### src/sbcs_consts.vh
// constants shared by the shunt/bus conversion sequencer
`ifndef SBCS_CONSTS_VH
`define SBCS_CONSTS_VH

// register map, one address per 16-bit register on the host register port
`define SBCS_ADDR_SETUP    8'h00
`define SBCS_ADDR_SHUNT    8'h01
`define SBCS_ADDR_BUS      8'h02
`define SBCS_ADDR_POWER    8'h03
`define SBCS_ADDR_CURRENT  8'h04
`define SBCS_ADDR_CALIB    8'h05
`define SBCS_ADDR_MASK     8'h06

// reset values
`define SBCS_SETUP_RST     16'h0007
`define SBCS_CALIB_RST     16'h0000
`define SBCS_MASK_RST      16'h0000

// measurement_setup fields
`define SBCS_MODE_LSB      0
`define SBCS_MODE_MSB      2
`define SBCS_AVG_LSB       9
`define SBCS_AVG_MSB       11
`define SBCS_MODE_CONT     3'h7
`define SBCS_MODE_SHOT_SH  3'h1
`define SBCS_MODE_SHOT_BUS 3'h2
`define SBCS_MODE_SHOT_ALL 3'h3

// alert_mask_and_flags fields
`define SBCS_RDY_BIT       3
`define SBCS_MASK_WMASK    16'hffe7

// adc channel select
`define SBCS_CH_SHUNT      1'b0
`define SBCS_CH_BUS        1'b1

// multiplier scaling (result bit windows)
`define SBCS_CUR_SHIFT     11
`define SBCS_PWR_SHIFT     15

// timing
`define SBCS_CLK_NS        10
`define SBCS_WAKE_NS       40000
`define SBCS_WAKE_CYC      ((`SBCS_WAKE_NS + `SBCS_CLK_NS - 1) / `SBCS_CLK_NS)

`endif

### src/sbcs_calc.v
// current and power multiplier used behind the conversion sequencer
`timescale 1ns/1ps
`include "sbcs_consts.vh"

module sbcs_calc (
    input  wire        clk,
    input  wire        rst_n,
    input  wire        curLoad,
    input  wire [15:0] shuntIn,
    input  wire [15:0] calIn,
    input  wire        pwrLoad,
    input  wire [15:0] busIn,
    output reg  [15:0] curOut_r,
    output reg  [15:0] pwrOut_r
);

    // calibration and bus codes are magnitudes, so the sign bit is zero
    wire signed [15:0] calPos  = {1'b0, calIn[14:0]};
    wire signed [15:0] busPos  = {1'b0, busIn[14:0]};
    wire signed [31:0] curProd = $signed(shuntIn) * calPos;
    wire signed [31:0] pwrProd = $signed(curOut_r) * busPos;
    wire               calZero = (calIn == 16'h0000);

    always @(posedge clk) begin
        if (!rst_n) begin
            curOut_r <= 16'h0000;
            pwrOut_r <= 16'h0000;
        end else begin
            if (curLoad) begin
                if (calZero) begin
                    curOut_r <= 16'h0000;
                end else begin
                    curOut_r <= curProd[`SBCS_CUR_SHIFT+15:`SBCS_CUR_SHIFT];
                end
            end
            if (pwrLoad) begin
                if (calZero) begin
                    pwrOut_r <= 16'h0000;
                end else begin
                    pwrOut_r <= pwrProd[`SBCS_PWR_SHIFT+15:`SBCS_PWR_SHIFT];
                end
            end
        end
    end

endmodule

### src/sbcs_sequencer.v
// conversion sequencer: modes, averaging, result registers, ready flag
`timescale 1ns/1ps
`include "sbcs_consts.vh"

module sbcs_sequencer (
    input  wire        ref_clk,
    input  wire        rst_n,
    input  wire [7:0]  regAddr,
    input  wire        regWrEn,
    input  wire        regRdEn,
    input  wire [15:0] regWrData,
    output reg  [15:0] regRdData_r,
    output reg         adcStart_r,
    output reg         adcChannel_r,
    input  wire        adcDone,
    input  wire [15:0] adcData,
    output reg         powerDown_r,
    output reg         convReady_r
);

    localparam [3:0] ST_IDLE  = 4'h0;
    localparam [3:0] ST_WAKE  = 4'h1;
    localparam [3:0] ST_SHUNT = 4'h2;
    localparam [3:0] ST_WAITS = 4'h3;
    localparam [3:0] ST_BUS   = 4'h4;
    localparam [3:0] ST_WAITB = 4'h5;
    localparam [3:0] ST_PWR   = 4'h6;
    localparam [3:0] ST_ACC   = 4'h7;
    localparam [3:0] ST_UPD   = 4'h8;

    localparam [31:0] WAKE_CYC  = `SBCS_WAKE_CYC;
    localparam [11:0] WAKE_LAST = WAKE_CYC[11:0] - 12'h001;

    reg  [3:0]  state_r;
    reg  [3:0]  state_nxt;
    reg  [15:0] setupReg_r;
    reg  [15:0] calReg_r;
    reg  [15:0] maskReg_r;
    reg  [15:0] shuntRaw_r;
    reg  [15:0] busRaw_r;
    reg  [15:0] shuntRes_r;
    reg  [15:0] busRes_r;
    reg  [15:0] powerRes_r;
    reg  [15:0] currentRes_r;
    reg  [11:0] wakeCnt_r;
    reg  [7:0]  avgCnt_r;
    reg         adcBusy_r;
    reg         adcDiscard_r;

    wire [2:0]  mode      = setupReg_r[`SBCS_MODE_MSB:`SBCS_MODE_LSB];
    wire [2:0]  avgCode   = setupReg_r[`SBCS_AVG_MSB:`SBCS_AVG_LSB];
    wire [7:0]  avgLast   = (8'h01 << avgCode) - 8'h01;
    wire        cfgWr     = regWrEn && (regAddr == `SBCS_ADDR_SETUP);
    wire [2:0]  wrMode    = regWrData[`SBCS_MODE_MSB:`SBCS_MODE_LSB];
    // both shunt and bus enables low means power-down
    wire        wrPd      = (wrMode[1:0] == 2'b00);
    wire        startSeq  = cfgWr && !wrPd;
    wire        mskRd     = regRdEn && (regAddr == `SBCS_ADDR_MASK);
    // a conversion aborted by a setup write may still report; drop it
    wire        doneOk    = adcDone && !adcDiscard_r;
    wire [3:0]  firstConv = wrMode[0] ? ST_SHUNT : ST_BUS;
    wire [3:0]  againConv = mode[0] ? ST_SHUNT : ST_BUS;
    wire        curLoad   = (state_r == ST_WAITS) && doneOk;
    wire        pwrLoad   = (state_r == ST_PWR);
    wire        accClr    = cfgWr || (state_r == ST_UPD);
    wire [15:0] curCalc;
    wire [15:0] pwrCalc;

    sbcs_calc uCalc (
        .clk      (ref_clk),
        .rst_n    (rst_n),
        .curLoad  (curLoad),
        .shuntIn  (adcData),
        .calIn    (calReg_r),
        .pwrLoad  (pwrLoad),
        .busIn    (busRaw_r),
        .curOut_r (curCalc),
        .pwrOut_r (pwrCalc)
    );

    // next state of the sequence
    always @* begin
        state_nxt = state_r;
        case (state_r)
            ST_IDLE: begin
                state_nxt = ST_IDLE;
            end
            ST_WAKE: begin
                if (wakeCnt_r == WAKE_LAST) begin
                    state_nxt = againConv;
                end
            end
            ST_SHUNT: begin
                state_nxt = ST_WAITS;
            end
            ST_WAITS: begin
                if (doneOk) begin
                    state_nxt = mode[1] ? ST_BUS : ST_PWR;
                end
            end
            ST_BUS: begin
                state_nxt = ST_WAITB;
            end
            ST_WAITB: begin
                if (doneOk) begin
                    state_nxt = ST_PWR;
                end
            end
            ST_PWR: begin
                state_nxt = ST_ACC;
            end
            ST_ACC: begin
                if (avgCnt_r == avgLast) begin
                    state_nxt = ST_UPD;
                end else begin
                    state_nxt = againConv;
                end
            end
            ST_UPD: begin
                state_nxt = mode[2] ? againConv : ST_IDLE;
            end
            default: begin
                state_nxt = ST_IDLE;
            end
        endcase
        if (cfgWr) begin
            if (wrPd) begin
                state_nxt = ST_IDLE;
            end else if (powerDown_r || state_r == ST_WAKE) begin
                state_nxt = ST_WAKE;
            end else begin
                state_nxt = firstConv;
            end
        end
    end

    always @(posedge ref_clk) begin
        if (!rst_n) begin
            state_r <= ST_WAKE;
        end else begin
            state_r <= state_nxt;
        end
    end

    // wake-up timer restarts on each entry from power-down
    always @(posedge ref_clk) begin
        if (!rst_n) begin
            wakeCnt_r <= 12'h000;
        end else if (state_r != ST_WAKE) begin
            wakeCnt_r <= 12'h000;
        end else if (wakeCnt_r != WAKE_LAST) begin
            wakeCnt_r <= wakeCnt_r + 12'h001;
        end
    end

    always @(posedge ref_clk) begin
        if (!rst_n) begin
            powerDown_r <= 1'b0;
        end else if (cfgWr) begin
            powerDown_r <= wrPd;
        end
    end

    // adc request and outstanding-conversion tracking
    always @(posedge ref_clk) begin
        if (!rst_n) begin
            adcStart_r   <= 1'b0;
            adcChannel_r <= `SBCS_CH_SHUNT;
            adcBusy_r    <= 1'b0;
            adcDiscard_r <= 1'b0;
        end else begin
            adcStart_r <= 1'b0;
            if (state_r == ST_SHUNT && !cfgWr) begin
                adcStart_r   <= 1'b1;
                adcChannel_r <= `SBCS_CH_SHUNT;
            end else if (state_r == ST_BUS && !cfgWr) begin
                adcStart_r   <= 1'b1;
                adcChannel_r <= `SBCS_CH_BUS;
            end
            if (adcStart_r) begin
                adcBusy_r <= 1'b1;
            end else if (adcDone) begin
                adcBusy_r <= 1'b0;
            end
            if (cfgWr && (adcBusy_r || adcStart_r) && !adcDone) begin
                adcDiscard_r <= 1'b1;
            end else if (adcDone) begin
                adcDiscard_r <= 1'b0;
            end
        end
    end

    // raw samples for the accumulators
    always @(posedge ref_clk) begin
        if (!rst_n) begin
            shuntRaw_r <= 16'h0000;
            busRaw_r   <= 16'h0000;
        end else begin
            if (curLoad) begin
                shuntRaw_r <= adcData;
            end
            if (state_r == ST_WAITB && doneOk) begin
                busRaw_r <= {1'b0, adcData[14:0]};
            end
        end
    end

    always @(posedge ref_clk) begin
        if (!rst_n || accClr) begin
            avgCnt_r <= 8'h00;
        end else if (state_r == ST_ACC) begin
            avgCnt_r <= avgCnt_r + 8'h01;
        end
    end

    // one accumulator per quantity: shunt, bus, current, power
    wire [15:0] sample [0:3];
    wire [15:0] avgVal [0:3];
    assign sample[0] = shuntRaw_r;
    assign sample[1] = busRaw_r;
    assign sample[2] = curCalc;
    assign sample[3] = pwrCalc;

    genvar g;
    generate
        for (g = 0; g < 4; g = g + 1) begin : gAcc
            reg  [23:0]        acc_r;
            wire signed [23:0] accDiv = $signed(acc_r) >>> avgCode;
            always @(posedge ref_clk) begin
                if (!rst_n || accClr) begin
                    acc_r <= 24'h000000;
                end else if (state_r == ST_ACC) begin
                    acc_r <= acc_r + {{8{sample[g][15]}}, sample[g]};
                end
            end
            assign avgVal[g] = accDiv[15:0];
        end
    endgenerate

    // result registers change only on a finished average
    always @(posedge ref_clk) begin
        if (!rst_n) begin
            shuntRes_r   <= 16'h0000;
            busRes_r     <= 16'h0000;
            currentRes_r <= 16'h0000;
            powerRes_r   <= 16'h0000;
        end else if (state_r == ST_UPD) begin
            shuntRes_r   <= avgVal[0];
            busRes_r     <= {1'b0, avgVal[1][14:0]};
            currentRes_r <= avgVal[2];
            powerRes_r   <= avgVal[3];
        end
    end

    // ready flag: a completing average beats a clearing access
    always @(posedge ref_clk) begin
        if (!rst_n) begin
            convReady_r <= 1'b0;
        end else if (state_r == ST_UPD) begin
            convReady_r <= 1'b1;
        end else if (startSeq) begin
            convReady_r <= 1'b0;
        end else if (mskRd) begin
            convReady_r <= 1'b0;
        end
    end

    // host register writes, accepted in every mode
    always @(posedge ref_clk) begin
        if (!rst_n) begin
            setupReg_r <= `SBCS_SETUP_RST;
            calReg_r   <= `SBCS_CALIB_RST;
            maskReg_r  <= `SBCS_MASK_RST;
        end else if (regWrEn) begin
            case (regAddr)
                `SBCS_ADDR_SETUP: begin
                    setupReg_r <= regWrData;
                end
                `SBCS_ADDR_CALIB: begin
                    calReg_r <= regWrData;
                end
                `SBCS_ADDR_MASK: begin
                    maskReg_r <= regWrData & `SBCS_MASK_WMASK;
                end
                default: begin
                    maskReg_r <= maskReg_r;
                end
            endcase
        end
    end

    // read data: registered; its only side effect is that a mask read clears the ready flag
    always @(posedge ref_clk) begin
        if (!rst_n) begin
            regRdData_r <= 16'h0000;
        end else if (regRdEn) begin
            case (regAddr)
                `SBCS_ADDR_SETUP:   regRdData_r <= setupReg_r;
                `SBCS_ADDR_SHUNT:   regRdData_r <= shuntRes_r;
                `SBCS_ADDR_BUS:     regRdData_r <= busRes_r;
                `SBCS_ADDR_POWER:   regRdData_r <= powerRes_r;
                `SBCS_ADDR_CURRENT: regRdData_r <= currentRes_r;
                `SBCS_ADDR_CALIB:   regRdData_r <= calReg_r;
                `SBCS_ADDR_MASK: begin
                    regRdData_r <= maskReg_r |
                        ({15'h0000, convReady_r} << `SBCS_RDY_BIT);
                end
                default: begin
                    regRdData_r <= 16'h0000;
                end
            endcase
        end
    end

endmodule
### config.mk
export PLATFORM = sky130hd
export DESIGN_NAME = sbcs_sequencer
export DESIGN_NICKNAME = d
export VERILOG_FILES = /design/src/sbcs_calc.v /design/src/sbcs_sequencer.v
export VERILOG_INCLUDE_DIRS = /design/src /design/src/src
export SDC_FILE = /design/constraint.sdc
export NUM_CORES = 2
export LEC_CHECK = 0
export ABC_AREA = 1
export BUFFER_PORTS_ARGS = -buffer_cell sky130_fd_sc_hd__buf_2
export CAP_MARGIN = 10
export CORE_MARGIN = 5
export CORE_UTILIZATION = 62
export DETAILED_ROUTE_END_ITERATION = 7
export GPL_ROUTABILITY_DRIVEN = 0
export HOLD_SLACK_MARGIN = 0.06
export PLACE_DENSITY = 0.79
export SLEW_MARGIN = 20
export SYNTH_ARGS = -nofsm -noshare
export SYNTH_HDL_FRONTEND = slang
export SYNTH_SLANG_ARGS = --single-unit
### constraint.sdc
create_clock -name ref_clk -period 14.3 [get_ports ref_clk]
set_clock_uncertainty 0.05 [all_clocks]
set_input_delay 2.145 -clock ref_clk [delete_from_list [all_inputs] [get_ports ref_clk]]
set_output_delay 2.145 -clock ref_clk [all_outputs]
set_load 0.02 [all_outputs]
* Word-level counts from Yosys, hierarchy flattened
Index checks and enable logic that the tools add are counted.
Widths: inputs -> output; s select.
** Cells by class
- Mux-type cells :: 23
- Bitwise logic cells :: 2
- Multiply operators :: 2
- Magnitude comparators :: 0
- Reduce and logical (&&, ||, !) cells :: 31
- Div/mod/pow operators :: 0
- Equality and inequality tests :: 21
- Shift-type cells :: 5
- $add $sub $neg :: 7
** Operators by type and width (number)
- $pmux 16 s7 :: 1
- $add 24x24->24 :: 3
- $sshr 24x3->16 :: 3
- $mux 16 :: 2
- $pmux 4 s8 :: 1
- $mul 16x16->31 :: 1
- $mul 16x16->27 :: 1
- $add 24x15->24 :: 1
- $eq 8x3->1 const B :: 3
- $sshr 24x3->15 :: 1
- $mux 4 :: 5
- $eq 4x3->1 const B :: 4
- $eq 8x2->1 const B :: 2
- $logic_not 16->1 :: 1
- $or 16x4->16 :: 1
- $mux 3 :: 5
- $add 12x1->12 const B :: 1
- $eq 12x12->1 const B :: 1
- $ne 12x12->1 const B :: 1
- $logic_and 1x1->1 :: 10
- $ne 3x3->1 const B :: 3
- $add 8x1->8 const B :: 1
- $eq 4x2->1 const B :: 2
- $eq 8x1->1 const B :: 1
- other kinds (18) :: 36
** Word-level totals
- Memories kept :: 0
- Logic and storage cells :: 116
- Input bits :: 45
- Bits in latches :: 0
- Bits in read-only memories :: 0
- Bits in writable memories :: 0
- Register bits :: 314

* Logic depth before layout (Yosys ltp)
- Depth after elaboration :: 6
- Gate-level depth with buffers :: 29
- Gate-level depth less buffers :: 28

* By module
A second synthesis with hierarchy kept.
** Unflattened totals
- Cells, all modules :: 5677
- Area, all modules :: 38281.7 µm²
** Modules (own cells, without submodules)
- sbcs_calc :: area each 19857.8 µm², sequential area each 640.6 µm², cells each 2712, times used 1
- sbcs_sequencer :: area each 18423.9 µm², sequential area each 5545.3 µm², cells each 2965, times used 1

* Worst setup path after synthesis
OpenSTA, ideal clock, no wires.
- Kind :: input-to-reg
- Start point :: input port adcData[12]
- End point :: register uCalc.curOut_r[5]
- Buffers on the path :: 2
- Stages :: 20
- Arrival time :: 7.123 ns
- Slack :: 6.995 ns
- Cells stage by stage :: clkbuf_1 -> clkbuf_1 -> nand2_1 -> fa_1 -> fa_1 -> fa_1 -> inv_1 -> fa_1 -> fa_1 -> inv_1 -> fa_1 -> inv_1 -> ha_1 -> a21oi_1 -> o21ai_0 -> o21bai_1 -> a21o_1 -> or2_2 -> nand3_1 -> a21oi_1
** On the way
- Longest elaborated chain between the ends :: 2
** RTL lines
- start: declaration :: line sbcs_sequencer.v:16 : input wire [15:0] adcData,
- $mul 16x16->27 :: line sbcs_calc.v:20 : wire signed [31:0] curProd = $signed(shuntIn) * calPos;
- $mux 16 :: line sbcs_calc.v:30 : if (calZero) begin
- end signal: assignment :: line sbcs_calc.v:33 : curOut_r <= curProd[`SBCS_CUR_SHIFT+15:`SBCS_CUR_SHIFT];
- end: declaration :: line sbcs_calc.v:13 : output reg [15:0] curOut_r,
Every way passes these cells.
A chain may end at the register's enable or synchronous reset.

* Final worst setup path
- Start point :: input port adcData[15]
- End point :: register uCalc.curOut_r[14]
Same word-level chain as after synthesis.

==> impl_results.md <==
* DRT Wirelength at 107000 um
* DP HPWL at 81100 um
* CTS tree: done
* Hold Crit Class: register to register
* Critical-path top delay cell: fa_1
* Die width at 255 um
* Synth top area cells: fa_1 24%, dfxtp_1 17%, nand2_1 13%
* Drt first-iter violations at 3544
* Setup violations, final at 0
* Crit Path Class: input port to register
* IO Port Bufs at 64
* CP max FO at 14
* Syn Nets at 6081
* Total Neg Setup Slack at 0 ns
* Layout Nets at 5965
* Reg power frac at 41.2%
* RSZ-0062 raised after global routing: false
* Clk Latency, worst-skew pair at 0.57 ns
* Final Cycle Share at 51.1%
* Cells after synthesis at 5358
* Placed cells at 5985
* Arr. time, crit path at 7.66 ns
* Post-CTS Setup Bufs at 0
* I/O pins at 65
* Clock Path Buffers at 3
* Cell Area, Synth at 37300 um^2
* Outcome: complete, no violations
* VDD IR max at 0.0773 mV
* Worst endpoint required time at 14.65 ns
* Vias at 34415
* CTS sink cnt at 309
* Most frequent cells in the layout: 1253 x nand2_1, 1173 x inv_1, 451 x fa_1
* Critical Path Max Stage Delay at 0.69 ns
* Vias in the first global route at 33654
* Initial Utilization at 62.2%
* Crit path capture type: register
* Hold Vio Cnt, Final at 0
* Row Count at 90
* Combinational Power Share at 17.0%
* Sequential cell area at 6190 um^2
* GRT Util Overall at 32.4%
* Clock Power Share at 41.8%
* WHS at 0.411 ns
* Most common cell after layout, fill and taps aside: nand2_1
* Rel. slew slack at 17.8%
* Non-Filler Instances at 6053
* FF+latch count, synth at 309
* Slew of the pin with the lowest slew margin at 1.22 ns
* Chip height at 255 um
* Top-area cell type share of the netlist area at 24.2%
* Resized cells post-CTS at 0
* First drt pass iteration count at 6
* Main synth FF type: dfxtp_1
* Via/cell ratio at 5.69
* Critical path launch point type: input port
* Share of cells above drive strength 1 at 4.21%
* Initial antenna violation count at 0
* Worst setup margin at 6.99 ns
* Total die area at 65200 um^2
* Slew Limit Fails at 0
* Power Internal at 1.60 mW
* Post-CTS Hold Fix Bufs at 0
* CORE AREA at 60000 um^2
* # Max-Cap Violations at 0
* Register area share after synthesis at 16.6%
* Fillcell total at 5240
* Crit path cell chain: buf_2 -> nand2_1 -> inv_1 -> fa_1 -> inv_1 -> fa_1 -> fa_1 -> fa_1 -> inv_1 -> fa_1 -> inv_1 -> fa_1 -> inv_1 -> ha_1 -> inv_1 -> nor3_1 -> nand2_1 -> nor4_1 -> o21ai_0 -> nand2_1 -> nand2_1 -> nand3_1 -> a21oi_1
* Num CTS Buffers at 37
* Switching Fraction at 32.3%
* Highest Clock Rate at 137 MHz
* First-pass GRT wire length at 174000 um
* Root buf cell: clkbuf_16
* Finished Core Util at 65.3%
* Switching pwr at 0.762 mW
* Netlist cell types at 58
* Power Density at 60.3 nW/um^2
* Async set or reset register ratio after synthesis at 0%
* Diodes inserted at 0
* Crit path time final at 7.31 ns
* ANT nets after route at 0
* Largest net degree at the start of global routing at 96
* Lkg Pwr at 20.6 nW
* Avg WL per Cell at 17.6 um
* Number of flops mapped to enable cells by yosys at 0
* H-tree Lvls at 2
* Place WS at 6.49 ns
* Layout Area Growth over Synthesis at 4.91%
* Clock transition at path regs at 0.06 ns
* Total gr overflow at 0
* Top cell type by total area after synthesis: fa_1
* Syn avg cell area at 6.97 um^2
* Multi-input gate area at 25700 um^2
* DR DRC count at 0
* Number of synthesis warnings at 0
-- worst paths after layout --
kind | startpoint | end | slack [ns] | cells after the start
max reg2reg | busRaw_r[4]$_SDFFE_PN0P_ | uCalc.pwrOut_r[14]$_SDFFE_PN0N_ | 7.80 | 20
min | maskReg_r[6]$_SDFFE_PN0P_ | maskReg_r[6]$_SDFFE_PN0P_ | 0.41 | 2
min reg2reg | maskReg_r[6]$_SDFFE_PN0P_ | maskReg_r[6]$_SDFFE_PN0P_ | 0.41 | 2
max | adcData[15] | uCalc.curOut_r[14]$_SDFFE_PN0P_ | 6.99 | 23
-- area by class of cell --
cell class / count / share of cell area, %
flip-flops and latches: 309 / 15.8
clock inverters: 23 / 0.661
multi-input cells: 3616 / 65.7
well taps: 782 / 2.50
inverters: 1184 / 11.4
repair buffers: 94 / 1.39
clock buffers: 45 / 2.60
-- logic make-up after synthesis --
kind of cell	synth area share, %
AND/OR/NAND/NOR	20.9
buffers and inverters	14.6
AO/OA/AOI/OAI	13.8
adder cells (fa/ha/maj)	31.8
flip-flops	16.6
XOR/XNOR	1.90
multiplexers	0.429
-- through the flow --
step	power, mW	cell area, um^2
after floorplan	1.25	37300
after detailed placement	1.38	37900
after CTS	2.35	39200
after global routing	2.46	39200
after global placement	1.37	37900
final	2.36	39200
-- power by group through the flow --
stage / sequential [mW] / clock (mW) / combinational [mW]
global route: 0.978 / 1.04 / 0.442
detailed placement: 0.989 / 0 / 0.387
global placement: 0.987 / 0 / 0.380
floorplan: 0.952 / 0 / 0.300
finish: 0.973 / 0.988 / 0.400
CTS: 0.970 / 0.994 / 0.390
-- per-layer routing --
layer  GRT usage [%]  up-vias  share of wire [%]
met5               0        -                  0
met4            13.9        0                4.8
met3            6.10      315                 10
met2            51.9     1678                 45
met1            43.4    16120                 40
li1                -    16302                  -
-- Yosys cell counts, types with 31 or more instances --
cell type	n
ha_1	227
xor2_1	54
nand2_1	1253
or2_2	31
nand3_1	214
fa_1	451
nor2_1	258
a21oi_1	429
nor3_1	37
inv_1	1173
dfxtp_1	309
nand4_1	47
o22ai_1	33
o21ai_0	332
clkbuf_1	208
-- worst max-delay path: cells and delay by family --
family / cells / cell delay (ns)
simple gates: 7 / 0.91
compound gates: 2 / 0.22
fa+ha+maj: 7 / 3.67
buf+inv: 7 / 0.69
-- registers in the layout (all words and copies together), names as in the netlist, 16 cells and up --
signal and cells:
setupReg_r 16, uCalc.curOut_r 16, uCalc.pwrOut_r 16, regRdData_r 16
calReg_r 16, shuntRaw_r 16, currentRes_r 16, gAcc.acc_r 91
shuntRes_r 16, powerRes_r 16
Power figures use the tool's default switching activity.
